## src/hdl/pdc_pkg.sv

```systemverilog
// Constants of the receive DSP tuning and cable diagnostic register bank.
package pdc_pkg;

  //==========================================================================
  // Geometry
  localparam int NUM_REGS = 16;
  localparam int SLOT_W   = 4;
  localparam int IDX_W    = 10;
  localparam int MIN_AW   = 12;

  //==========================================================================
  // Register indices; byte address is four times the index.
  localparam logic [9:0] IDX_FILT_CFG1 = 10'h106;
  localparam logic [9:0] IDX_FILT_CFG2 = 10'h107;
  localparam logic [9:0] IDX_SP_CFG2   = 10'h10F;
  localparam logic [9:0] IDX_SP_CFG3   = 10'h111;
  localparam logic [9:0] IDX_FBE_CTRL  = 10'h114;
  localparam logic [9:0] IDX_GAIN_BW   = 10'h116;
  localparam logic [9:0] IDX_BAD_THR   = 10'h121;
  localparam logic [9:0] IDX_TL_THR    = 10'h122;
  localparam logic [9:0] IDX_LU_THR    = 10'h123;
  localparam logic [9:0] IDX_TRN_TMR   = 10'h126;
  localparam logic [9:0] IDX_GAIN_LIM  = 10'h129;
  localparam logic [9:0] IDX_SP_CFG5   = 10'h130;
  localparam logic [9:0] IDX_ACTIVE_LINK_CABLE_DIAG_CTL  = 10'h155;
  localparam logic [9:0] IDX_CD_CTL1   = 10'h170;
  localparam logic [9:0] IDX_CD_CTL2   = 10'h171;
  localparam logic [9:0] IDX_CD_CTL3   = 10'h173;

  //==========================================================================
  // Reset values.
  localparam logic [15:0] RST_FILT_CFG1 = 16'hB0BB;
  localparam logic [15:0] RST_FILT_CFG2 = 16'h0605;
  localparam logic [15:0] RST_SP_CFG2   = 16'h0300;
  localparam logic [15:0] RST_SP_CFG3   = 16'h6003;
  localparam logic [15:0] RST_FBE_CTRL  = 16'h400A;
  localparam logic [15:0] RST_GAIN_BW   = 16'h014A;
  localparam logic [15:0] RST_BAD_THR   = 16'h199A;
  localparam logic [15:0] RST_TL_THR    = 16'h1027;
  localparam logic [15:0] RST_LU_THR    = 16'h051C;
  localparam logic [15:0] RST_TRN_TMR   = 16'h461B;
  localparam logic [15:0] RST_GAIN_LIM  = 16'h000F;
  localparam logic [15:0] RST_SP_CFG5   = 16'h0001;
  localparam logic [15:0] RST_ACTIVE_LINK_CABLE_DIAG_CTL  = 16'h0001;
  localparam logic [15:0] RST_CD_CTL1   = 16'h0E52;
  localparam logic [15:0] RST_CD_CTL2   = 16'hC85C;
  localparam logic [15:0] RST_CD_CTL3   = 16'hFF1E;
  localparam logic [6:0]  RST_AVG_CYC   = 7'h40;

  //==========================================================================
  // Slot tables, in slot order.
  localparam logic [9:0] REG_IDX [NUM_REGS] = '{
    IDX_FILT_CFG1, IDX_FILT_CFG2, IDX_SP_CFG2, IDX_SP_CFG3,
    IDX_FBE_CTRL, IDX_GAIN_BW, IDX_BAD_THR, IDX_TL_THR,
    IDX_LU_THR, IDX_TRN_TMR, IDX_GAIN_LIM, IDX_SP_CFG5,
    IDX_ACTIVE_LINK_CABLE_DIAG_CTL, IDX_CD_CTL1, IDX_CD_CTL2, IDX_CD_CTL3};
  localparam logic [15:0] REG_RST [NUM_REGS] = '{
    RST_FILT_CFG1, RST_FILT_CFG2, RST_SP_CFG2, RST_SP_CFG3,
    RST_FBE_CTRL, RST_GAIN_BW, RST_BAD_THR, RST_TL_THR,
    RST_LU_THR, RST_TRN_TMR, RST_GAIN_LIM, RST_SP_CFG5,
    RST_ACTIVE_LINK_CABLE_DIAG_CTL, RST_CD_CTL1, RST_CD_CTL2, RST_CD_CTL3};
  // Writable bits; read-only and status bits are cleared here.
  localparam logic [15:0] REG_WMASK [NUM_REGS] = '{
    16'hF7FF, 16'hFFFF, 16'hFFFF, 16'hFFFF, 16'hFFFF, 16'hFFFF, 16'h7FFF, 16'h7FFF,
    16'h7FFF, 16'hFFFF, 16'hFFFF, 16'hFFFF, 16'h000F, 16'h7FFF, 16'hFFFF, 16'hFFFF};
  localparam logic [3:0] SLOT_FILT_CFG1 = 4'h0;
  localparam logic [3:0] SLOT_FILT_CFG2 = 4'h1;
  localparam logic [3:0] SLOT_SP_CFG2   = 4'h2;
  localparam logic [3:0] SLOT_SP_CFG3   = 4'h3;
  localparam logic [3:0] SLOT_FBE_CTRL  = 4'h4;
  localparam logic [3:0] SLOT_GAIN_BW   = 4'h5;
  localparam logic [3:0] SLOT_BAD_THR   = 4'h6;
  localparam logic [3:0] SLOT_TL_THR    = 4'h7;
  localparam logic [3:0] SLOT_LU_THR    = 4'h8;
  localparam logic [3:0] SLOT_TRN_TMR   = 4'h9;
  localparam logic [3:0] SLOT_GAIN_LIM  = 4'hA;
  localparam logic [3:0] SLOT_SP_CFG5   = 4'hB;
  localparam logic [3:0] SLOT_ACTIVE_LINK_CABLE_DIAG_CTL  = 4'hC;
  localparam logic [3:0] SLOT_CD_CTL1   = 4'hD;
  localparam logic [3:0] SLOT_CD_CTL2   = 4'hE;
  localparam logic [3:0] SLOT_CD_CTL3   = 4'hF;

  //==========================================================================
  // Field positions.
  localparam int ACTIVE_LINK_CABLE_DIAG_START_BIT = 15;
  localparam int ACTIVE_LINK_CABLE_DIAG_BUSY_BIT  = 12;
  localparam int ACTIVE_LINK_CABLE_DIAG_SUM_LSB   = 4;
  localparam int CROSS_DIS_BIT  = 14;
  localparam int TX_BYP_BIT     = 13;
  localparam int RX_BYP_BIT     = 12;
  localparam int AVG_LSB        = 8;
  localparam logic [2:0] AVG_RSVD = 3'h7;
  localparam int LISTEN_LSB     = 8;
  localparam int THR1_LSB       = 12;
  localparam int COEF_EN_BIT    = 10;
  localparam int COEF_LONG_LSB  = 6;
  localparam int LOOP_IN_BIT    = 8;
  localparam int GAIN_MAX_LSB   = 4;
  localparam int RETRAIN_DIS_BIT = 11;
  localparam int TMR1_LSB       = 12;
  localparam int TMR2_LSB       = 6;
  localparam int TMR3_LSB       = 3;

endpackage : pdc_pkg

```

## src/hdl/pdc_diag_if.sv

```systemverilog
// Handshake between the register bank and the diagnostic sequencer.
interface pdc_diag_if;
  logic req;
  logic done;
  logic launch;
  logic busy;
  modport regs (output req, output done, input launch, input busy);
  modport seq (input req, input done, output launch, output busy);
endinterface : pdc_diag_if

```

## src/hdl/pdc_diag_seq.sv

```systemverilog
// Launch and busy tracking for the active-link cable diagnostic.
module pdc_diag_seq (
  // Clock and reset.
  input  wire logic clk_sys_i,
  input  wire logic rstn_i,
  // Register bank side.
  pdc_diag_if.seq   diag
);

  typedef enum logic { PDC_IDLE, PDC_RUN } pdc_diag_state_t;

  pdc_diag_state_t state_reg;
  logic            busy_reg;
  logic            launch_reg;

  // A start request while running is dropped; done only ends a run.
  always_ff @(posedge clk_sys_i or negedge rstn_i)
  begin
    if (!rstn_i)
    begin
      state_reg <= PDC_IDLE;
      busy_reg  <= 1'b0;
    end
    else
    begin
      unique case (state_reg)
        PDC_IDLE:
        begin
          if (diag.req)
          begin
            state_reg <= PDC_RUN;
            busy_reg  <= 1'b1;
          end
        end
        PDC_RUN:
        begin
          if (diag.done)
          begin
            state_reg <= PDC_IDLE;
            busy_reg  <= 1'b0;
          end
        end
      endcase
    end
  end

  // One-cycle launch pulse toward the diagnostic engine.
  always_ff @(posedge clk_sys_i or negedge rstn_i)
  begin
    if (!rstn_i)
      launch_reg <= 1'b0;
    else
      launch_reg <= diag.req && (state_reg == PDC_IDLE);
  end

  assign diag.busy   = busy_reg;
  assign diag.launch = launch_reg;

endmodule // pdc_diag_seq

```

## src/hdl/pdc_regs.sv

```systemverilog
// APB register bank for receive DSP tuning and cable diagnostics.
//============================================================================
// Functional notes
// - Writing one to start launches diagnostic.
// - Status reads one while diagnostic runs.
// - Cross-mode disable stops opposite pair check.
// - Transmit pair bypass skips that pair.
// - Receive pair bypass skips that pair.
// - Averaging code n selects 2^n cycles; reserved code 7 selects 64.
// - Pulse control sets expected self reflection.
// - Cable length sets listening duration.
// - Two short-cable thresholds pick coefficient sets.
// - Enable internal coefficient in steady state.
// - Long-cable filter coefficient field.
// - Select input kind of gain loop.
// - Starting gain index field.
// - Gain index upper and lower limits.
// - Disable gain retraining bit.
// - Bad error threshold triggers recovery state.
// - Timing loop good error threshold.
// - Link-up good error threshold.
// - Training timers for state, timing, gain.
//============================================================================
//
// Chosen here: the APB slave port.
module pdc_regs #(
  parameter int ADDR_W = 12
) (
  // Clock and reset.
  input  wire logic              clk_sys_i,
  input  wire logic              rstn_i,
  // APB slave.
  input  wire logic              psel_i,
  input  wire logic              penable_i,
  input  wire logic              pwrite_i,
  input  wire logic [ADDR_W-1:0] paddr_i,
  input  wire logic [31:0]       pwdata_i,
  input  wire logic [3:0]        pstrb_i,
  output logic                   pready_o,
  output logic [31:0]            prdata_o,
  output logic                   pslverr_o,
  // Digital filter.
  output logic [3:0]             filt_thr_set1_o,
  output logic [3:0]             filt_thr_set0_o,
  output logic                   filt_coef_en_o,
  output logic [1:0]             filt_coef_long_o,
  output logic [15:0]            filt_cfg2_o,
  // Gain loop.
  output logic                   gain_loop_in_sel_o,
  output logic [3:0]             gain_start_idx_o,
  output logic [3:0]             gain_idx_max_o,
  output logic [3:0]             gain_idx_min_o,
  output logic                   gain_retrain_dis_o,
  output logic [15:0]            fbe_ctrl_o,
  output logic [15:0]            gain_bw_o,
  // Error thresholds.
  output logic [14:0]            bad_err_thr_o,
  output logic [14:0]            timing_loop_error_level_thr_o,
  output logic [14:0]            linkup_error_level_thr_o,
  // Training timers.
  output logic [2:0]             trn_tmr_shift_o,
  output logic [5:0]             trn_tmr_timing_o,
  output logic [2:0]             trn_tmr_gain_a_o,
  output logic [2:0]             trn_tmr_gain_b_o,
  // Active-link cable diagnostic.
  output logic                   active_link_cable_diag_start_o,
  output logic                   active_link_cable_diag_busy_o,
  input  wire logic              active_link_cable_diag_done_i,
  input  wire logic [7:0]        active_link_cable_diag_sum_i,
  // Reflectometry.
  output logic                   tdr_cross_dis_o,
  output logic                   transmit_pair_bypass_o,
  output logic                   receive_pair_bypass_o,
  output logic [6:0]             tdr_avg_cycles_o,
  output logic [3:0]             tdr_pulse_ctrl_o,
  output logic [7:0]             tdr_listen_len_o
);

  //==========================================================================
  // Elaboration check
  if (ADDR_W < pdc_pkg::MIN_AW || ADDR_W > 32)
  begin : g_bad_aw
    $error("ADDR_W must lie between 12 and 32");
  end

  //==========================================================================
  // Declarations
  logic [15:0]               cfg_reg [pdc_pkg::NUM_REGS];
  logic                      pready_reg;
  logic [31:0]               prdata_reg;
  logic                      pslverr_reg;
  logic [6:0]                avg_cycles_reg;
  logic                      hit;
  logic [pdc_pkg::SLOT_W-1:0] slot;
  logic                      setup;
  logic                      acc;
  logic                      wr_en;
  logic [15:0]               wmask;
  logic [15:0]               rd_word;
  logic [2:0]                avg_code;

  pdc_diag_if diag ();

  //==========================================================================
  // Address decode
  // Misaligned addresses are treated as unmapped rather than rounded down.
  always_comb
  begin
    hit  = 1'b0;
    slot = '0;
    for (int i = 0; i < pdc_pkg::NUM_REGS; i++)
    begin
      if (paddr_i[ADDR_W-1:2] == (ADDR_W-2)'(pdc_pkg::REG_IDX[i]))
      begin
        hit  = 1'b1;
        slot = i[pdc_pkg::SLOT_W-1:0];
      end
    end
    if (paddr_i[1:0] != 2'h0)
      hit = 1'b0;
  end

  // Phase qualifiers; writes commit only at the completing access edge.
  assign setup = psel_i && !penable_i;
  assign acc   = psel_i && penable_i && pready_reg;
  assign wr_en = acc && pwrite_i && hit;
  assign wmask = pdc_pkg::REG_WMASK[slot] & {{8{pstrb_i[1]}}, {8{pstrb_i[0]}}};

  //==========================================================================
  // Register storage
  // Read-only bits never change because their write mask is zero.
  always_ff @(posedge clk_sys_i or negedge rstn_i)
  begin
    if (!rstn_i)
    begin
      for (int i = 0; i < pdc_pkg::NUM_REGS; i++)
        cfg_reg[i] <= pdc_pkg::REG_RST[i];
    end
    else if (wr_en)
    begin
      cfg_reg[slot] <= (cfg_reg[slot] & ~wmask) | (pwdata_i[15:0] & wmask);
    end
  end

  //==========================================================================
  // Read data
  // The start bit is not stored, so it always reads back as zero.
  always_comb
  begin
    rd_word = cfg_reg[slot];
    if (slot == pdc_pkg::SLOT_ACTIVE_LINK_CABLE_DIAG_CTL)
    begin
      rd_word[pdc_pkg::ACTIVE_LINK_CABLE_DIAG_BUSY_BIT] = diag.busy;
      rd_word[pdc_pkg::ACTIVE_LINK_CABLE_DIAG_SUM_LSB +: 8] = active_link_cable_diag_sum_i;
    end
    if (!hit)
      rd_word = '0;
  end

  // Answer is prepared in the setup cycle, so the access needs no wait.
  always_ff @(posedge clk_sys_i or negedge rstn_i)
  begin
    if (!rstn_i)
    begin
      pready_reg  <= 1'b0;
      prdata_reg  <= 32'h0000_0000;
      pslverr_reg <= 1'b0;
    end
    else
    begin
      pready_reg <= setup;
      if (setup)
      begin
        prdata_reg  <= pwrite_i ? 32'h0000_0000 : {16'h0000, rd_word};
        pslverr_reg <= !hit;
      end
    end
  end

  assign pready_o  = pready_reg;
  assign prdata_o  = prdata_reg;
  assign pslverr_o = pslverr_reg;

  //==========================================================================
  // Active-link diagnostic launch
  // A start request is only the byte write; the sequencer owns busy.
  assign diag.req  = wr_en && (slot == pdc_pkg::SLOT_ACTIVE_LINK_CABLE_DIAG_CTL) && pstrb_i[1]
                     && pwdata_i[pdc_pkg::ACTIVE_LINK_CABLE_DIAG_START_BIT];
  assign diag.done = active_link_cable_diag_done_i;

  pdc_diag_seq u_diag_seq (
    .clk_sys_i (clk_sys_i),
    .rstn_i    (rstn_i),
    .diag      (diag.seq)
  );

  assign active_link_cable_diag_start_o = diag.launch;
  assign active_link_cable_diag_busy_o  = diag.busy;

  //==========================================================================
  // Averaging count
  // The reserved code saturates at the longest average instead of wrapping.
  assign avg_code = cfg_reg[pdc_pkg::SLOT_CD_CTL1][pdc_pkg::AVG_LSB +: 3];

  always_ff @(posedge clk_sys_i or negedge rstn_i)
  begin
    if (!rstn_i)
      avg_cycles_reg <= pdc_pkg::RST_AVG_CYC;
    else if (avg_code == pdc_pkg::AVG_RSVD)
      avg_cycles_reg <= pdc_pkg::RST_AVG_CYC;
    else
      avg_cycles_reg <= 7'h01 << avg_code;
  end

  assign tdr_avg_cycles_o = avg_cycles_reg;

  //==========================================================================
  // Field outputs, taken straight from the register flops.
  assign filt_thr_set1_o  = cfg_reg[pdc_pkg::SLOT_FILT_CFG1][pdc_pkg::THR1_LSB +: 4];
  assign filt_thr_set0_o  = cfg_reg[pdc_pkg::SLOT_FILT_CFG1][3:0];
  assign filt_coef_en_o   = cfg_reg[pdc_pkg::SLOT_FILT_CFG1][pdc_pkg::COEF_EN_BIT];
  assign filt_coef_long_o = cfg_reg[pdc_pkg::SLOT_FILT_CFG1][pdc_pkg::COEF_LONG_LSB +: 2];
  assign filt_cfg2_o      = cfg_reg[pdc_pkg::SLOT_FILT_CFG2];

  // Gain loop controls.
  assign gain_loop_in_sel_o = cfg_reg[pdc_pkg::SLOT_SP_CFG2][pdc_pkg::LOOP_IN_BIT];
  assign gain_start_idx_o   = cfg_reg[pdc_pkg::SLOT_SP_CFG3][3:0];
  assign gain_idx_max_o     = cfg_reg[pdc_pkg::SLOT_GAIN_LIM][pdc_pkg::GAIN_MAX_LSB +: 4];
  assign gain_idx_min_o     = cfg_reg[pdc_pkg::SLOT_GAIN_LIM][3:0];
  assign gain_retrain_dis_o = cfg_reg[pdc_pkg::SLOT_SP_CFG5][pdc_pkg::RETRAIN_DIS_BIT];
  assign fbe_ctrl_o         = cfg_reg[pdc_pkg::SLOT_FBE_CTRL];
  assign gain_bw_o          = cfg_reg[pdc_pkg::SLOT_GAIN_BW];

  // Error thresholds.
  assign bad_err_thr_o                 = cfg_reg[pdc_pkg::SLOT_BAD_THR][14:0];
  assign timing_loop_error_level_thr_o = cfg_reg[pdc_pkg::SLOT_TL_THR][14:0];
  assign linkup_error_level_thr_o      = cfg_reg[pdc_pkg::SLOT_LU_THR][14:0];

  // Training timers.
  assign trn_tmr_shift_o  = cfg_reg[pdc_pkg::SLOT_TRN_TMR][pdc_pkg::TMR1_LSB +: 3];
  assign trn_tmr_timing_o = cfg_reg[pdc_pkg::SLOT_TRN_TMR][pdc_pkg::TMR2_LSB +: 6];
  assign trn_tmr_gain_a_o = cfg_reg[pdc_pkg::SLOT_TRN_TMR][pdc_pkg::TMR3_LSB +: 3];
  assign trn_tmr_gain_b_o = cfg_reg[pdc_pkg::SLOT_TRN_TMR][2:0];

  // Reflectometry setup.
  assign tdr_cross_dis_o        = cfg_reg[pdc_pkg::SLOT_CD_CTL1][pdc_pkg::CROSS_DIS_BIT];
  assign transmit_pair_bypass_o = cfg_reg[pdc_pkg::SLOT_CD_CTL1][pdc_pkg::TX_BYP_BIT];
  assign receive_pair_bypass_o  = cfg_reg[pdc_pkg::SLOT_CD_CTL1][pdc_pkg::RX_BYP_BIT];
  assign tdr_pulse_ctrl_o       = cfg_reg[pdc_pkg::SLOT_CD_CTL2][3:0];
  assign tdr_listen_len_o       = cfg_reg[pdc_pkg::SLOT_CD_CTL3][pdc_pkg::LISTEN_LSB +: 8];
endmodule // pdc_regs

```

## config.mk

```make
export PLATFORM = sky130hd
export DESIGN_NAME = pdc_regs
export DESIGN_NICKNAME = d
export VERILOG_FILES = /design/src/hdl/pdc_pkg.sv /design/src/hdl/pdc_diag_if.sv /design/src/hdl/pdc_diag_seq.sv /design/src/hdl/pdc_regs.sv
export SDC_FILE = /design/constraint.sdc
export NUM_CORES = 1
export LEC_CHECK = 0
export BUFFER_PORTS_ARGS = -buffer_cell sky130_fd_sc_hd__clkbuf_2
export CAP_MARGIN = 25
export CORE_MARGIN = 10
export CORE_UTILIZATION = 55
export DETAILED_ROUTE_END_ITERATION = 8
export PLACE_DENSITY_LB_ADDON = 0.12
export SYNTH_ARGS = -nofsm -noshare
export SYNTH_HDL_FRONTEND = slang
export SYNTH_SLANG_ARGS = --single-unit
```

## constraint.sdc

```tcl
create_clock -name clk_sys_i -period 6.44 [get_ports clk_sys_i]
set_input_delay 0.966 -clock clk_sys_i [delete_from_list [all_inputs] [get_ports clk_sys_i]]
set_output_delay 0.966 -clock clk_sys_i [all_outputs]
set_load 0.05 [all_outputs]
```

After elaboration in Yosys (flattened, before gate mapping):

Memory sizes are Yosys's and may differ from the RTL's.
Index checks and enable logic that the tools add are counted.

* magnitude comparators: 2
* eq/ne operators: 20
* shifts and indexed selects: 1
* multiplexer cells: 50
* bitwise operators: 7
* reduce and logical (&&, ||, !) cells: 14

Operator list (count)
* $bwmux 256: 1
* $eq 10x9->1 const B: 16
* $mux 16: 7
* $bmux 16 s4: 1
* $demux 16 s4: 1
* $mux 4: 13
* $and 16x16->16: 3
* $mux 1: 22
* $not 16->16: 1
* $or 16x16->16: 1
* $logic_and 1x1->1: 10
* $mux 9: 1
* $mux 7: 1
* $shl 1x3->7 const A: 1
* $ge 5x5->1 const B: 1
* $lt 5x1->1 const B: 1
* $not 4->5: 1
* $eq 4x4->1 const B: 1
* $pmux 1 s2: 2
* $eq 3x3->1 const B: 1
* $logic_not 1->1: 2
* $mux 2: 1
* $ne 2x1->1 const B: 1
* $ne 2x2->1 const B: 1
* 3 further kinds: 3

* register bits: 300
* ROM bits: 256
* input bits: 62
* output and inout bits: 191
* memories: 1

Memories
* (no name shown): words 16, bits a word 16, read ports 1, clocked after Yosys merged registers in 0, wr ports 0, line pdc_regs.sv:127 `assign wmask = pdc_pkg::REG_WMASK[slot] & {{8{pstrb_i[1]}}, {8{pstrb_i[0]}}};`

Depth between registers and ports, before layout:

* depth after elaboration: 25
* gate-level depth with buffers: 14
* gate-level depth less buffers: 8

Modules after synthesis:

Synthesis repeated with hierarchy kept, for this count alone.

* cell total of the unflattened synthesis: 1562
* area total of the unflattened synthesis: 14621.5 um^2

By module, submodules not included
* pdc_regs: times used 1, cells each 1554, area an instance 14513.9 um^2, seq. area each 7134.3 um^2
* pdc_diag_seq: times used 1, cells each 8, area an instance 107.6 um^2, seq. area each 75.1 um^2

Worst setup path before layout:

OpenSTA, ideal clock, no wires.

* path kind: input-to-reg
* start: input paddr_i[8]
* end: register cfg_reg[0] in the netlist's numbering
* setup time: 0.134 ns
* arrival time: 3.470 ns
* required time: 6.306 ns
* path slack: 2.836 ns
* cell stages on the path: 10
* path buffers: 3
* cells stage by stage: or4b_1 -> buf_4 -> or4_1 -> buf_2 -> nand4_2 -> a21oi_1 -> or4_4 -> nor3_4 -> buf_6 -> o31ai_1

* cells in the longest elaborated chain, start to end: 25
* elaborated cells between the ends (all ways): 67
* classes of those cells: 2 x order compare; 16 x eq/ne; 40 x mux; 6 x bitwise; 2 x reduce/logical; 1 x memory

RTL lines
* from (decl): line pdc_regs.sv:36 `input wire logic [ADDR_W-1:0] paddr_i,`
* $eq 10x9->1: line pdc_regs.sv:113 `if (paddr_i[ADDR_W-1:2] == (ADDR_W-2)'(pdc_pkg::REG_IDX[i]))`
* $mux 1: line pdc_regs.sv:113
* $mux 2: line pdc_regs.sv:113
* $mux 4 (13 in a row): line pdc_regs.sv:113
* $not 4->5: line pdc_regs.sv:127, pdc_regs.sv:141
* $mem_v2 16x16
* $mux 16 (implied by the code) (2 in a row): line pdc_regs.sv:127
* $and 16x16->16: line pdc_regs.sv:127
* $not 16->16: line pdc_regs.sv:141 `cfg_reg[slot] <= (cfg_reg[slot] & ~wmask) | (pwdata_i[15:0] & wmask);`
* $and 16x16->16: line pdc_regs.sv:141
* $or 16x16->16: line pdc_regs.sv:141
* $bwmux 256: line pdc_regs.sv:141
* to (signal, indexed assignment): line pdc_regs.sv:137 `cfg_reg[i] <= pdc_pkg::REG_RST[i];`
* to (signal, indexed assignment): line pdc_regs.sv:141
* to (decl): line pdc_regs.sv:88 `logic [15:0] cfg_reg [pdc_pkg::NUM_REGS];`

Several ways; a longest one is shown, not always the timed one. The select of a mux whose other input is x is not followed.
A chain may end at the register's enable or synchronous reset.

Final worst setup path:

* start: input paddr_i[3]
* end: register cfg_reg, in the netlist timing_loop_error_level_thr_o[3]

Same word-level chain as after synthesis.

==> run summary <==
Measured along the y axis, the die boundary spans 185.6 um. STA classifies the critical path startpoint as an input pin. After clock tree synthesis, the setup repair step added 0 buffers. The final layout contains routed wiring with a total length of 48.20 mm. The run gives 0 as the number of hold violations in the final report. The chip width came out at 185.6 um.

The global-route wire length before repair is 71.73 mm. The max-cap check violation count is 0. The run gives 27.12% as the overall fraction of global-route tracks in use. The signed area change from the synthesized netlist to the final layout was 8.231%. The clock insertion delay at the later pin of the skew report was 0.58 ns. In this design, the largest share of critical-path delay is due to simple AND/OR/NAND/NOR gates.

In this run the most critical hold path is launched from cfg_reg[55]. On the final layout, the worst clock skew is 0.02325 ns. Post-cts sizing count: 0. The run gives 55.95% as the initial core utilization. The most common cell after layout, fill and taps aside is nand2_1. Summing all non-filler instances in the final layout gives an area of 16,320 um^2. The critical path goes through clkbuf_2 -> or4bb_1 -> nand3_1 -> a211o_4 -> nor2_4 -> mux2i_1 -> o221ai_1 -> nor4b_4 -> o31ai_1. The highest ir drop seen on vdd is 0.0001424 V.

The filler cell count in the final layout is 2,354. During synthesis, Yosys emitted a total of 0 warnings. The post-layout minimum cycle time was 4.634 ns; the detailed router's first-iteration violation count was 1,476.

Number of flip-flops under the largest register name: 105. The nature of the critical path endpoint was a flip-flop. The synthesized netlist cell count is 1,567, and the HPWL after detailed placement is 33.90 mm. The placed instances occupy a cell area of 15,240 um^2. The logs give 60 for the standard-cell row count and 47.81% for the proportion of synthesized chip area in sequential cells. The depth of the CTS H-tree came out at 1.

At the pin with the least slew margin, the transition time is 0.9571 ns. In the final layout, the share of cells above drive strength 1 is 29.78%. In this run, synthesis inferred 0 flip-flops with an integrated enable. The clock passes through at most 3 buffers. The slowest stage of the critical path belongs to the cell nor4b_4.

For the critical path required time, the log shows 6.84 ns. The upper clock frequency limit is 0.2158 GHz, and the final setup violation count is 0. The sequential cells in the finished layout cover a total of 7209 um^2.

The detailed router put a total of 21.55 mm of wire on met1. The weighted congestion at the end of routability-driven global placement was 0.9208. For the accumulated negative setup slack, the log shows 0 ns. Clock-pin slew was measured on the worst setup and hold paths at 0.06 ns. The tightest slew margin relative to the limit is 34.54%. TritonCTS built the clock tree.

The number of ports placed on the die boundary is 253, and the number of buffers and inverters on the critical path is 1. On the worst path, the slowest cell contributes a delay of 0.92 ns. In this run the worst path has a maximum fanout of 52.

The classification of the worst-slack hold path was reg2reg. The pin count of the biggest net entering global routing came out at 119. Class of the most critical setup path: in2reg.

After synthesis the cells add up to 15,080 um^2. Input and output buffers added on the ports amount to 218. The tools report the start point of the critical path as paddr_i[3].

Summing all multi-input logic gate instances after layout gives 6082 um^2. Yosys mapped the design onto 87 distinct sky130hd cell types. The tools report the leakage power figure as 7.370 nW. After detailed routing, the average wire length per cell comes to 24.52 um.

The detail route stage leaves a number of antenna-violating nets equal to 0. The final clock period utilization by the worst path was 71.96%. The count of final max-slew check failures was 0. Detailed routing inserted a total of 12,120 vias. For this run, design rule violations remaining after detail routing come to 0.

Summed over all nets, wire length on met2 after detailed routing comes to 20.82 mm. Setup repair after global routing left no endpoint under its margin. The run gives 1,966 as the number of standard cells in the layout, taps in and fillers out.

The number of antenna diodes in the final layout is 0. The first detailed-routing pass took 6 iterations. The top cell types in the final layout, fill and taps aside, are 237 x nand2_1, 217 x clkbuf_2, 202 x dfrtp_1.

The core box area is 26,950 um^2, and the flip-flop and latch count after synthesis is 284. The share of flip-flops with an asynchronous set or reset came out at 100.0%. The flow ran to the end, and the final reports show no timing, DRC or antenna violations.

Top layer used by detailed routing: met4. The clock tree root driver cell was clkbuf_16. In the routed layout, each cell is associated on average with a via count of 6.167. The number of buffers created by CTS was 30. In this run the register-to-register setup slack is 3.59 ns.

In the final design database the tool counted 1,663 nets. Instance count after placement with tap cells included: 1,907. Post-layout total power: 3.804 mW.

In this run the critical register-to-register path is launched from fbe_ctrl_o[12]. The number of antenna violations at the first check in global routing was 0. The area of the die was 34,440 um^2; the total clock sinks was 284.

At the worst endpoint, the arrival time is 5.03 ns. Each instance of the synthesized netlist takes up on average 9.623 um^2. The most used flip-flop cell after synthesis is dfrtp_1. For this design the ratio of total power to cell area is 233.1 nW/um^2. The run gives 0 as the aggregate global routing overflow.

The number of buffers added to fix hold violations after cts was 0; the via count of the first global-routing pass was 11,410. Across all hold checks on the routed design, the worst slack comes to 0.3776 ns. In the detailed route, the total length drawn on met3 is 4.808 mm.
-- layout make-up --
class                           count  share of cell area, %
Clock buffer                       43                  5.389
Sequential cell                   284                  44.17
Inverter                           10                 0.2300
Tap cell                          341                  2.614
Multi-Input combinational cell   1007                  37.27
Clock inverter                     13                 0.9736
Timing Repair Buffer              268                  9.353
-- power breakdown --
group	switching [mW]	total, mW	internal, mW	leakage, nW
Sequential	0.000644	1.79	1.79	3.65
Clock	0.747	1.82	1.07	0.518
Combinational	0.155	0.199	0.0438	3.20
-- routing by layer --
metal	vias up	global-route usage, %
met5	-	0
met4	0	6.417
met3	64	6.356
met2	630	39.84
met1	5996	39.53
li1	5434	-
-- worst register-to-register path: stages, from the launching register on --
cell	delay (ns)
dfrtp_1	0.39
inv_1	0.08
a2111oi_0	0.76
a211oi_1	0.21
a221oi_1	0.42
o2111a_2	0.39
mux2i_4	0.23
o21ai_0	0.26
-- cell usage after synthesis (11+ instances only) --
master,instances,share of area (%)
a21oi_2,11,0.64
nand3_1,16,0.53
dfstp_2,82,14
buf_2,30,1.0
a31oi_1,23,0.95
mux2_2,29,2.2
nor2_1,148,3.7
a22oi_1,17,0.85
a32oi_1,11,0.64
o21ai_0,56,1.9
o31ai_1,81,4.0
dfrtp_1,202,34
a21oi_1,129,4.3
buf_6,15,1.1
mux2i_1,45,3.0
nand2_1,237,5.9
clkbuf_1,62,1.5
buf_4,166,8.3
-- metrics by stage --
stage	setup slack, ns	util, %
after floorplan	2.836	-
after global placement	1.352	56.43
after detailed placement	1.322	56.56
after CTS	1.877	60.41
after global routing	1.644	60.56
final	1.806	60.56
-- cells by family (layout without fill, tap and decap cells) --
kind of cell    count (synthesis)  count (layout)  synth area share, %
compound gates                410             410                18.30
xor+xnor                        2               2               0.1162
buf+inv                       291             334                12.37
flops                         284             284                47.81
mux                            80              80                5.833
other cells                     1              16              0.02487
simple gates                  499             499                15.55
-- path summary, 6_finish.rpt --
kind                                                         end  depth (start not counted)
worst min-delay path                                 cfg_reg[55]                          0
min in group asynchronous                            prdata_o[2]                          1
max in group asynchronous                         filt_cfg2_o[8]                          2
worst max-delay path            timing_loop_error_level_thr_o[3]                          9
worst max register to register                       cfg_reg[76]                          7
worst min register to register                       cfg_reg[55]                          0
(Power assumes the default switching activity.)
